File: src/verilog/ranging_status_pkg.sv
package ranging_status_pkg;

   // register indices as printed; byte address is four times the index
   localparam logic [7:0] IDX_FIX_REV = 8'h02;
   localparam logic [7:0] IDX_COMPILE_REV = 8'h03;
   localparam logic [7:0] IDX_APP_CODE = 8'h04;
   localparam logic [7:0] IDX_MEAS_CODE = 8'h05;
   localparam logic [7:0] IDX_ALG_CODE = 8'h06;
   localparam logic [7:0] IDX_COMMAND = 8'h08;
   localparam logic [7:0] IDX_FLAGS = 8'h09;
   localparam logic [7:0] IDX_ENABLES = 8'h0a;

   // command register values
   localparam logic [7:0] CMD_START_MEASURE = 8'h10;
   localparam logic [7:0] CMD_CLEAR_CODES = 8'h11;

   // flag layout: status-nonzero flag and its enable share one position
   localparam int FLAG_BIT = 6;

   localparam logic [7:0] CODE_SUCCESS = 8'h00;

   // application codes
   localparam logic [7:0] memory_selftest_failure = 8'h01;
   localparam logic [7:0] measurement_stop_failure = 8'h02;
   localparam logic [7:0] sleep_timer_range_failure = 8'h03;
   localparam logic [7:0] unplanned_restart = 8'h04;
   localparam logic [7:0] unprogrammed_trim_warning = 8'h05;

   // measurement codes
   localparam logic [7:0] emitter_safety_failure = 8'h11;
   localparam logic [7:0] breakdown_search_failure = 8'h12;
   localparam logic [7:0] excess_configuration_failure = 8'h15;
   localparam logic [7:0] unconfigured_start_failure = 8'h16;
   localparam logic [7:0] buffer_double_return_failure = 8'h17;
   localparam logic [7:0] converter_lockup_failure = 8'h18;

   // algorithm codes
   localparam logic [7:0] electrical_cal_failure = 8'h21;
   localparam logic [7:0] electrical_cal_missing_buffer = 8'h22;
   localparam logic [7:0] electrical_cal_index_mismatch = 8'h23;

   // wait after remap reset before revisions are valid
   localparam int REMAP_WAIT_US = 6000;
   localparam int CLOCK_MHZ = 100;
   localparam int REMAP_WAIT_CYCLES = REMAP_WAIT_US * CLOCK_MHZ;

   // event strobes from the application, measurement and algorithm engines
   typedef struct packed {
      logic selftest_fail;
      logic stop_fail;
      logic timer_range_fail;
      logic restart;
      logic trim_unprogrammed;
   } app_events_type;

   typedef struct packed {
      logic emitter_fail;
      logic breakdown_fail;
      logic config_excess;
      logic unconfigured_start;
      logic buffer_double_return;
      logic converter_lockup;
   } meas_events_type;

   typedef struct packed {
      logic cal_fail;
      logic cal_missing_buffer;
      logic cal_index_mismatch;
   } alg_events_type;

endpackage

File: src/verilog/ranging_app_status_registers.sv
// Operation
// - application code reads 0x00 while no application error
// - unrepairable histogram memory self test fault gives application code 0x01
// - failed measurement stop forces hard shutdown and gives code 0x02
// - sleep timer out of range on wakeup gives application code 0x03
// - unexpected processor or system reset gives application code 0x04
// - unprogrammed fuses give application warning code 0x05
// - measurement code reads 0x00 while measurement machine has no error
// - emitter eye-safety failure gives measurement code 0x11
// - no breakdown voltage found gives measurement code 0x12
// - third configuration attempt gives measurement code 0x15
// - start before configuration gives measurement code 0x16
// - buffer returned twice gives measurement code 0x17
// - converter lockup from spread-spectrum setting gives measurement code 0x18
// - algorithm code reads 0x00 while algorithm has no error
// - electrical calibration failure gives algorithm code 0x21
// - electrical calibration without buffer gives algorithm code 0x22
// - electrical calibration index mismatch gives algorithm code 0x23
// - any nonzero code sets sticky flag; enabled flag pulls interrupt low
// - clear command 0x11 or new measurement start clears all codes
//
// The APB interface to the registers is this design's own decision.
`timescale 1ns/1ps
module ranging_app_status_registers
   import ranging_status_pkg::*;
#(
   parameter logic [7:0] FIX_REVISION = 8'h01, // arbitrary value
   parameter logic [7:0] COMPILE_REVISION = 8'h01, // arbitrary value
   parameter int REMAP_WAIT = REMAP_WAIT_CYCLES
)
(
   input wire logic clock,
   input wire logic arst_n,
   input wire logic psel,
   input wire logic penable,
   input wire logic pwrite,
   input wire logic [11:0] paddr,
   input wire logic [31:0] pwdata,
   output logic [31:0] prdata,
   output logic pready,
   output logic pslverr,
   input wire logic remap_reset,
   input wire app_events_type app_events,
   input wire meas_events_type meas_events,
   input wire alg_events_type alg_events,
   output logic measure_start,
   output logic measure_hard_stop,
   output logic revisions_valid,
   output logic int_n
);

   logic rst_meta_q;
   logic rst_sync_q;
   logic rst_n;

   // two-stage release of the asynchronous reset
   always_ff @(posedge clock or negedge arst_n)
   begin
      if (!arst_n)
      begin
         rst_meta_q <= 1'b0;
         rst_sync_q <= 1'b0;
      end
      else
      begin
         rst_meta_q <= 1'b1;
         rst_sync_q <= rst_meta_q;
      end
   end
   assign rst_n = rst_sync_q;

   // word index decode; low two address bits must be zero
   function automatic logic hit(input logic [11:0] addr, input logic [7:0] idx);
      hit = (addr[1:0] == 2'b00) && (addr[11:2] == {2'b00, idx});
   endfunction

   logic access;
   logic wr_en;
   logic mapped;
   logic clear_cmd;
   logic start_cmd;
   logic [7:0] app_code_q;
   logic [7:0] meas_code_q;
   logic [7:0] alg_code_q;
   logic [7:0] app_code_d;
   logic [7:0] meas_code_d;
   logic [7:0] alg_code_d;
   logic flag_q;
   logic enable_q;
   logic [31:0] prdata_q;
   logic [$clog2(REMAP_WAIT + 1)-1:0] wait_cnt_q;

   // single-cycle access phase: every transfer completes in its first access cycle
   assign access = psel && penable;
   assign wr_en = access && pwrite;
   assign pready = 1'b1;

   always_comb
   begin
      if (hit(paddr, IDX_FIX_REV))
         mapped = 1'b1;
      else if (hit(paddr, IDX_COMPILE_REV))
         mapped = 1'b1;
      else if (hit(paddr, IDX_APP_CODE))
         mapped = 1'b1;
      else if (hit(paddr, IDX_MEAS_CODE))
         mapped = 1'b1;
      else if (hit(paddr, IDX_ALG_CODE))
         mapped = 1'b1;
      else if (hit(paddr, IDX_COMMAND))
         mapped = 1'b1;
      else if (hit(paddr, IDX_FLAGS))
         mapped = 1'b1;
      else if (hit(paddr, IDX_ENABLES))
         mapped = 1'b1;
      else
         mapped = 1'b0;
   end

   // unmapped addresses answer with an error; writes to read-only words are dropped
   assign pslverr = access && !mapped;

   // command decode
   assign clear_cmd = wr_en && hit(paddr, IDX_COMMAND) && (pwdata[7:0] == CMD_CLEAR_CODES);
   assign start_cmd = wr_en && hit(paddr, IDX_COMMAND) && (pwdata[7:0] == CMD_START_MEASURE);
   assign measure_start = start_cmd;

   // hard shutdown of the measurement machine when the stop attempt fails
   assign measure_hard_stop = app_events.stop_fail;

   // application code: lowest code wins among simultaneous events
   always_comb
   begin
      app_code_d = app_code_q;
      if (clear_cmd || start_cmd)
         app_code_d = CODE_SUCCESS;
      if (app_events.trim_unprogrammed)
         app_code_d = unprogrammed_trim_warning;
      if (app_events.restart)
         app_code_d = unplanned_restart;
      if (app_events.timer_range_fail)
         app_code_d = sleep_timer_range_failure;
      if (app_events.stop_fail)
         app_code_d = measurement_stop_failure;
      if (app_events.selftest_fail)
         app_code_d = memory_selftest_failure;
   end

   // measurement code; 0x13 and 0x14 have no source so never appear
   always_comb
   begin
      meas_code_d = meas_code_q;
      if (clear_cmd || start_cmd)
         meas_code_d = CODE_SUCCESS;
      if (meas_events.converter_lockup)
         meas_code_d = converter_lockup_failure;
      if (meas_events.buffer_double_return)
         meas_code_d = buffer_double_return_failure;
      if (meas_events.unconfigured_start)
         meas_code_d = unconfigured_start_failure;
      if (meas_events.config_excess)
         meas_code_d = excess_configuration_failure;
      if (meas_events.breakdown_fail)
         meas_code_d = breakdown_search_failure;
      if (meas_events.emitter_fail)
         meas_code_d = emitter_safety_failure;
   end

   // algorithm code
   always_comb
   begin
      alg_code_d = alg_code_q;
      if (clear_cmd || start_cmd)
         alg_code_d = CODE_SUCCESS;
      if (alg_events.cal_index_mismatch)
         alg_code_d = electrical_cal_index_mismatch;
      if (alg_events.cal_missing_buffer)
         alg_code_d = electrical_cal_missing_buffer;
      if (alg_events.cal_fail)
         alg_code_d = electrical_cal_failure;
   end

   // code registers: success after reset, events override a same-cycle clear
   always_ff @(posedge clock or negedge rst_n)
   begin
      if (!rst_n)
      begin
         app_code_q <= CODE_SUCCESS;
         meas_code_q <= CODE_SUCCESS;
         alg_code_q <= CODE_SUCCESS;
      end
      else
      begin
         app_code_q <= app_code_d;
         meas_code_q <= meas_code_d;
         alg_code_q <= alg_code_d;
      end
   end

   // sticky flag: set on any code turning nonzero, write one clears, set wins
   always_ff @(posedge clock or negedge rst_n)
   begin
      if (!rst_n)
         flag_q <= 1'b0;
      else if ((app_code_d != CODE_SUCCESS && app_code_d != app_code_q)
            || (meas_code_d != CODE_SUCCESS && meas_code_d != meas_code_q)
            || (alg_code_d != CODE_SUCCESS && alg_code_d != alg_code_q))
         flag_q <= 1'b1;
      else if (wr_en && hit(paddr, IDX_FLAGS) && pwdata[FLAG_BIT])
         flag_q <= 1'b0;
   end

   // interrupt enable bit
   always_ff @(posedge clock or negedge rst_n)
   begin
      if (!rst_n)
         enable_q <= 1'b0;
      else if (wr_en && hit(paddr, IDX_ENABLES))
         enable_q <= pwdata[FLAG_BIT];
   end

   // interrupt pin is active low and registered
   always_ff @(posedge clock or negedge rst_n)
   begin
      if (!rst_n)
         int_n <= 1'b1;
      else
         int_n <= !(flag_q && enable_q);
   end

   // remap reset wait; revisions read zero until the wait is over
   always_ff @(posedge clock or negedge rst_n)
   begin
      if (!rst_n)
         wait_cnt_q <= '0;
      else if (remap_reset)
         wait_cnt_q <= $bits(wait_cnt_q)'(REMAP_WAIT);
      else if (wait_cnt_q != '0)
         wait_cnt_q <= wait_cnt_q - 1'b1;
   end
   assign revisions_valid = (wait_cnt_q == '0);

   // read data is registered during the setup cycle so it is stable in the access phase
   always_ff @(posedge clock or negedge rst_n)
   begin
      if (!rst_n)
         prdata_q <= '0;
      else if (psel && !penable && !pwrite)
      begin
         prdata_q <= '0;
         if (hit(paddr, IDX_FIX_REV) && revisions_valid)
            prdata_q[7:0] <= FIX_REVISION;
         else if (hit(paddr, IDX_COMPILE_REV) && revisions_valid)
            prdata_q[7:0] <= COMPILE_REVISION;
         else if (hit(paddr, IDX_APP_CODE))
            prdata_q[7:0] <= app_code_q;
         else if (hit(paddr, IDX_MEAS_CODE))
            prdata_q[7:0] <= meas_code_q;
         else if (hit(paddr, IDX_ALG_CODE))
            prdata_q[7:0] <= alg_code_q;
         else if (hit(paddr, IDX_FLAGS))
            prdata_q[FLAG_BIT] <= flag_q;
         else if (hit(paddr, IDX_ENABLES))
            prdata_q[FLAG_BIT] <= enable_q;
      end
   end
   assign prdata = prdata_q;

   // checks
   chk_clear_codes: assert property (@(posedge clock) disable iff (!rst_n)
      (clear_cmd && app_events == '0 && meas_events == '0 && alg_events == '0)
      |=> (app_code_q == CODE_SUCCESS && meas_code_q == CODE_SUCCESS
         && alg_code_q == CODE_SUCCESS))
      else $error("codes not cleared by clear command");

   chk_selftest_code: assert property (@(posedge clock) disable iff (!rst_n)
      app_events.selftest_fail |=> app_code_q == memory_selftest_failure)
      else $error("self test code wrong");

   chk_stop_shutdown: assert property (@(posedge clock) disable iff (!rst_n)
      app_events.stop_fail && !app_events.selftest_fail
      |-> measure_hard_stop ##1 app_code_q == measurement_stop_failure)
      else $error("stop failure handling wrong");

   chk_emitter_code: assert property (@(posedge clock) disable iff (!rst_n)
      meas_events.emitter_fail |=> meas_code_q == emitter_safety_failure)
      else $error("emitter code wrong");

   chk_lockup_code: assert property (@(posedge clock) disable iff (!rst_n)
      $onehot(meas_events) && meas_events.converter_lockup |=> meas_code_q == converter_lockup_failure)
      else $error("lockup code wrong");

   chk_reserved_codes: assert property (@(posedge clock) disable iff (!rst_n)
      meas_code_q != 8'h13 && meas_code_q != 8'h14)
      else $error("reserved measurement code shown");

   chk_cal_code: assert property (@(posedge clock) disable iff (!rst_n)
      alg_events.cal_fail |=> alg_code_q == electrical_cal_failure)
      else $error("calibration code wrong");

   chk_flag_sets: assert property (@(posedge clock) disable iff (!rst_n)
      (alg_events.cal_fail && alg_code_q == CODE_SUCCESS) |=> flag_q ##1 (int_n == !enable_q))
      else $error("nonzero flag or interrupt wrong");

   chk_codes_hold: assert property (@(posedge clock) disable iff (!rst_n)
      (!clear_cmd && !start_cmd && app_events == '0) |=> $stable(app_code_q))
      else $error("application code changed without cause");

   // single events so that priority between codes cannot mask a wrong encoding
   chk_timer_code: assert property (@(posedge clock) disable iff (!rst_n)
      $onehot(app_events) && app_events.timer_range_fail
      |=> app_code_q == sleep_timer_range_failure)
      else $error("timer range code wrong");

   chk_restart_code: assert property (@(posedge clock) disable iff (!rst_n)
      $onehot(app_events) && app_events.restart |=> app_code_q == unplanned_restart)
      else $error("restart code wrong");

   chk_trim_warning: assert property (@(posedge clock) disable iff (!rst_n)
      $onehot(app_events) && app_events.trim_unprogrammed
      |=> app_code_q == unprogrammed_trim_warning)
      else $error("trim warning code wrong");

   chk_breakdown_code: assert property (@(posedge clock) disable iff (!rst_n)
      $onehot(meas_events) && meas_events.breakdown_fail
      |=> meas_code_q == breakdown_search_failure)
      else $error("breakdown code wrong");

   chk_config_code: assert property (@(posedge clock) disable iff (!rst_n)
      $onehot(meas_events) && meas_events.config_excess
      |=> meas_code_q == excess_configuration_failure)
      else $error("configuration count code wrong");

   chk_unconfigured_code: assert property (@(posedge clock) disable iff (!rst_n)
      $onehot(meas_events) && meas_events.unconfigured_start
      |=> meas_code_q == unconfigured_start_failure)
      else $error("unconfigured start code wrong");

   chk_buffer_code: assert property (@(posedge clock) disable iff (!rst_n)
      $onehot(meas_events) && meas_events.buffer_double_return
      |=> meas_code_q == buffer_double_return_failure)
      else $error("buffer return code wrong");

   chk_missing_buffer: assert property (@(posedge clock) disable iff (!rst_n)
      $onehot(alg_events) && alg_events.cal_missing_buffer
      |=> alg_code_q == electrical_cal_missing_buffer)
      else $error("missing buffer code wrong");

   chk_index_mismatch: assert property (@(posedge clock) disable iff (!rst_n)
      $onehot(alg_events) && alg_events.cal_index_mismatch
      |=> alg_code_q == electrical_cal_index_mismatch)
      else $error("index mismatch code wrong");

   chk_start_clears: assert property (@(posedge clock) disable iff (!rst_n)
      (start_cmd && app_events == '0 && meas_events == '0 && alg_events == '0)
      |=> (app_code_q == CODE_SUCCESS && meas_code_q == CODE_SUCCESS
         && alg_code_q == CODE_SUCCESS))
      else $error("codes not cleared by measurement start");

   // a revision read inside the remap wait must not show a half-loaded value
   chk_revision_blank: assert property (@(posedge clock) disable iff (!rst_n)
      (psel && !penable && !pwrite && !revisions_valid && hit(paddr, IDX_FIX_REV))
      |=> prdata == '0)
      else $error("revision visible during remap wait");

   chk_meas_hold: assert property (@(posedge clock) disable iff (!rst_n)
      (!clear_cmd && !start_cmd && meas_events == '0) |=> $stable(meas_code_q))
      else $error("measurement code changed without cause");

   chk_alg_hold: assert property (@(posedge clock) disable iff (!rst_n)
      (!clear_cmd && !start_cmd && alg_events == '0) |=> $stable(alg_code_q))
      else $error("algorithm code changed without cause");

   cov_start_clear: cover property (@(posedge clock) disable iff (!rst_n)
      meas_code_q != CODE_SUCCESS ##1 start_cmd);
   cov_clear: cover property (@(posedge clock) disable iff (!rst_n)
      app_code_q != CODE_SUCCESS ##1 clear_cmd);
   cov_interrupt: cover property (@(posedge clock) disable iff (!rst_n) $fell(int_n));
   cov_revision_read: cover property (@(posedge clock) disable iff (!rst_n)
      revisions_valid && access && hit(paddr, IDX_FIX_REV));

endmodule

File: config.mk
export PLATFORM = sky130hd
export DESIGN_NAME = ranging_app_status_registers
export DESIGN_NICKNAME = d
export VERILOG_FILES = /design/src/verilog/ranging_status_pkg.sv /design/src/verilog/ranging_app_status_registers.sv
export SDC_FILE = /design/constraint.sdc
export NUM_CORES = 1
export LEC_CHECK = 0
export ABC_AREA = 1
export BUFFER_PORTS_ARGS = -buffer_cell sky130_fd_sc_hd__buf_2
export CORE_MARGIN = 5
export CORE_UTILIZATION = 45
export DETAILED_ROUTE_END_ITERATION = 7
export PLACE_DENSITY_LB_ADDON = 0.2
export SLEW_MARGIN = 30
export SYNTH_ARGS = -nofsm -noshare
export SYNTH_HDL_FRONTEND = slang
export SYNTH_SLANG_ARGS = --single-unit
File: constraint.sdc
create_clock -name clock -period 4.1 [get_ports clock]
set_input_delay 0.41 -clock clock [delete_from_list [all_inputs] [get_ports clock]]
set_output_delay 0.41 -clock clock [all_outputs]
set_load 0.01 [all_outputs]
==> run summary <==
======================================================================================
Result of the run                                                         complete, no violations
Synth Instances                                                                    530
Total vias in the final route                                                     3449
Fill count                                                                         816
Number of placed I/O pins                                                          102
Post-detailed-route wirelength per cell                                        12.7 um
Highest net fanout along the worst path                                              4
Clock-pin slew on the worst setup and hold paths                               0.07 ns
DIE WIDTH                                                                       101 um
Critical-path cell list                                                   inv_1 -> ha_1 -> inv_1 -> nor2_1 -> nand4_1 -> nor3_1 -> nand4_1 -> nor2_1 -> buf_2
Num rows                                                                            33
Leakage Power                                                               0.00216 uW
Sequential fraction of the synthesis area                                        38.6%
Dominant cells by area after synthesis                                    dfrtp_1 38%, nand2_1 11%, inv_1 10%
Biggest area consumer among synthesized cells                                  dfrtp_1
Post-CTS Repair Setup Buffers                                                        0
Synth-to-Final Area Change                                                       14.0%
Via count of the first global-routing pass                                        3243
Number of sinks handled by clock tree synthesis                                     57
Violation count after the first detailed-routing iteration                         206
Global-route wire length before repair                                        14900 um
Post-synthesis area per instance                                              6.98 um2
Total Negative Setup Slacks                                                       0 ns
GRT Resource Usage Total                                                         18.4%
Worst slew margin                                                                44.8%
Maximum number of pins on one net before global-route repair                        35
Count of nets after finishing                                                      654
CTS H-tree lvls                                                                      3
Final worst slack                                                              1.66 ns
Core area                                                                     8090 um2
Max VDD drop                                                                  0.154 mV
Count of buffers inserted at the top-level ports                                    52
Maximum root-to-sink buffer count                                                    2
Dpl ws                                                                         1.94 ns
Final setup skew                                                            0.00691 ns
Post-synthesis register bit count                                                   57
Buffering stage count on the worst path with inverters included                      3
Final period demand of the worst path                                          2.44 ns
RePlAce Congestion                                                               0.909
Count of pins over their slew limit                                                  0
Number of antenna violations at the first check in global routing                    0
Sequential cell fraction of total power                                          42.2%
Switch Pwr                                                                      373 uW
Vias/cell                                                                         4.93
Data arrival at the endpoint of the critical path                              2.03 ns
Worst Setup Start Kind                                                        register
Detail Route Antenna Nets                                                            0
Most frequent cells after synthesis                                       104 x nand2_1, 102 x inv_1, 64 x nor2_1
HPWL after detailed placement                                                  6950 um
DIE AREA                                                                     10100 um2
Worst reg2reg path endpoint                                               wait_cnt_q[12]
Register-to-register setup slack                                               2.00 ns
Comb power frac                                                                  12.8%
Power density cells                                                         337 nW/um2
Final WL                                                                       8890 um
Final clock period utilization by the worst path                                 59.6%
Count of flip-flops with a built-in enable after synthesis                           0
Number of diodes                                                                     0
Max Freq                                                                       409 MHz
Height of the chip                                                              101 um
Number of setup violations in the final report                                       0
WS Path Type                                                                reg -> out
Area share of the largest cell type after synthesis                              37.9%
Worst Reg-to-Reg Cells                                                              11
Number of warnings reported in the yosys synthesis log                               0
Gr ovfl total                                                                        0
Critical Path Sink Type                                                   primary output
Cell family contributing the most delay on the critical path              simple AND/OR/NAND/NOR gates
Maximum single-stage delay on the critical path                                0.41 ns
Multi-input gate area                                                         1740 um2
Clock buffers created by TritonCTS                                                   9
Remaining routing DRC violations                                                     0
Share of async-settable or async-resettable flops after synthesis                 100%
Unrepaired setup endpoints after global routing                                     no
Part of the total power dissipated in the clock network                          45.0%
Number of hold violations in the final report                                        0
Number of maximum-capacitance violations                                             0
Switching part of the total                                                      26.3%
Slew at the pin closest to its max-slew limit                                 0.821 ns
Class of the tightest hold or removal check                               reg -> async
Prevailing post-synth register cell                                            dfrtp_1
Int Power                                                                      1050 uW
Worst path slowest cell                                                        dfrtp_1
Post-synthesis instance area                                                  3700 um2
Required arrival time at the worst endpoint                                    3.69 ns
Layout cells sized above 1                                                       16.0%
Clk root buf                                                                  clkbuf_8
Number of distinct standard cells referenced by the synthesized netlist             42
Beginning of the worst register-to-register path                          wait_cnt_q[0]
Area of all sequential standard cells                                         1430 um2
First-pass detailed-route iteration total                                            5
CTS tree                                                                           yes
Clock insertion delay at the later pin of the skew report                      0.34 ns
Starting utilization of the core area                                            45.7%
Top-count cell post-synth                                                      nand2_1
======================================================================================
==> sequential cells by signal, summed over array words and instances (netlist names) <==
| register | flops |
|---|---|
| int_n | 1 |
| wait_cnt_q | 20 |
| flag_q | 1 |
| app_code_q | 8 |
| prdata | 8 |
| rst_meta_q | 1 |
| meas_code_q | 8 |
| enable_q | 1 |
| alg_code_q | 8 |
| rst_n | 1 |
==> per-layer routing <==
layer | vias up | routed length, um | global-route usage, %
li1 | 1747 | - | -
met1 | 1591 | 3950 | 24.4
met2 | 98 | 4280 | 31.0
met3 | 13 | 520 | 2.63
met4 | 0 | 127 | 5.91
met5 | - | 0 | 0
==> stage by stage <==
| stage | hold WS (ns) | util [%] | std cells | power (uW) | cell area [um2] |
|---|---|---|---|---|---|
| global placement | 0.196 | 49.1 | 682 | 787 | 3970 |
| detailed placement | 0.200 | 49.1 | 682 | 791 | 3970 |
| global route | 0.302 | 52.1 | 699 | 1490 | 4220 |
| CTS | 0.278 | 52.1 | 699 | 1430 | 4220 |
| floorplan | 0.114 | - | 554 | 751 | 3790 |
| finish | 0.250 | 52.1 | 699 | 1420 | 4220 |
==> cells in the final DEF (no fill, tap or decap), types with 2 or more instances in the layout <==
master and count:
nor2_1 64, dfrtp_1 55, inv_2 3, nand3_1 32, conb_1 26, nand2_2 7
clkbuf_1 2, nand2_1 104, bufinv_16 3, nor2_4 5, clkinv_4 2, a21boi_1 2
o22ai_1 5, nand4_1 12, nor2_2 3, o21bai_1 2, buf_2 52, a21oi_1 23
o31ai_1 2, nor3_1 24, inv_1 102, o21ai_0 26, o211ai_1 4, clkbuf_8 9
o221ai_1 2, nor4_1 2
==> final cells by class <==
type / count / area share, %
inverters: 106 / 9.56
multi-input cells: 361 / 41.3
flip-flops and latches: 57 / 33.9
clock buffers: 11 / 3.12
clock inverters: 5 / 2.46
well taps: 105 / 3.12
repair buffers: 54 / 6.59
==> timing repair <==
action                                 4_1_cts  5_1_grt
endpoints found under the hold margin        2        0
hold buffers                                 1        0
gates resized for setup                      0        0
==> cell families after synthesis <==
logic type	Yosys count	share of synthesized area, %
simple gates	260	32.0
buf+inv	136	16.8
compound gates	73	11.8
flops	57	38.6
other cells	2	0.203
xor+xnor	1	0.237
fa+ha+maj	1	0.338
==> power groups by stage <==
stage	Clock, uW	Sequential, uW	Combinational (uW)
after floorplan	0	611	139
after global placement	0	611	176
after detailed placement	0	611	180
after CTS	653	600	182
after global routing	678	602	210
final	639	600	181
==> worst max path at each step <==
| stage | depth (start not counted) | slack (ns) | startpoint | end |
|---|---|---|---|---|
| floorplan | 8 | 2.34 | wait_cnt_q[0] | revisions_valid |
| CTS | 9 | 1.63 | wait_cnt_q[0] | revisions_valid |
| global route | 9 | 1.42 | wait_cnt_q[0] | revisions_valid |
| finish | 9 | 1.66 | wait_cnt_q[0] | revisions_valid |
| detailed placement | 15 | 1.94 | paddr[9] | flag_q |
| global placement | 15 | 1.96 | paddr[9] | flag_q |
(Power assumes the default switching activity.)
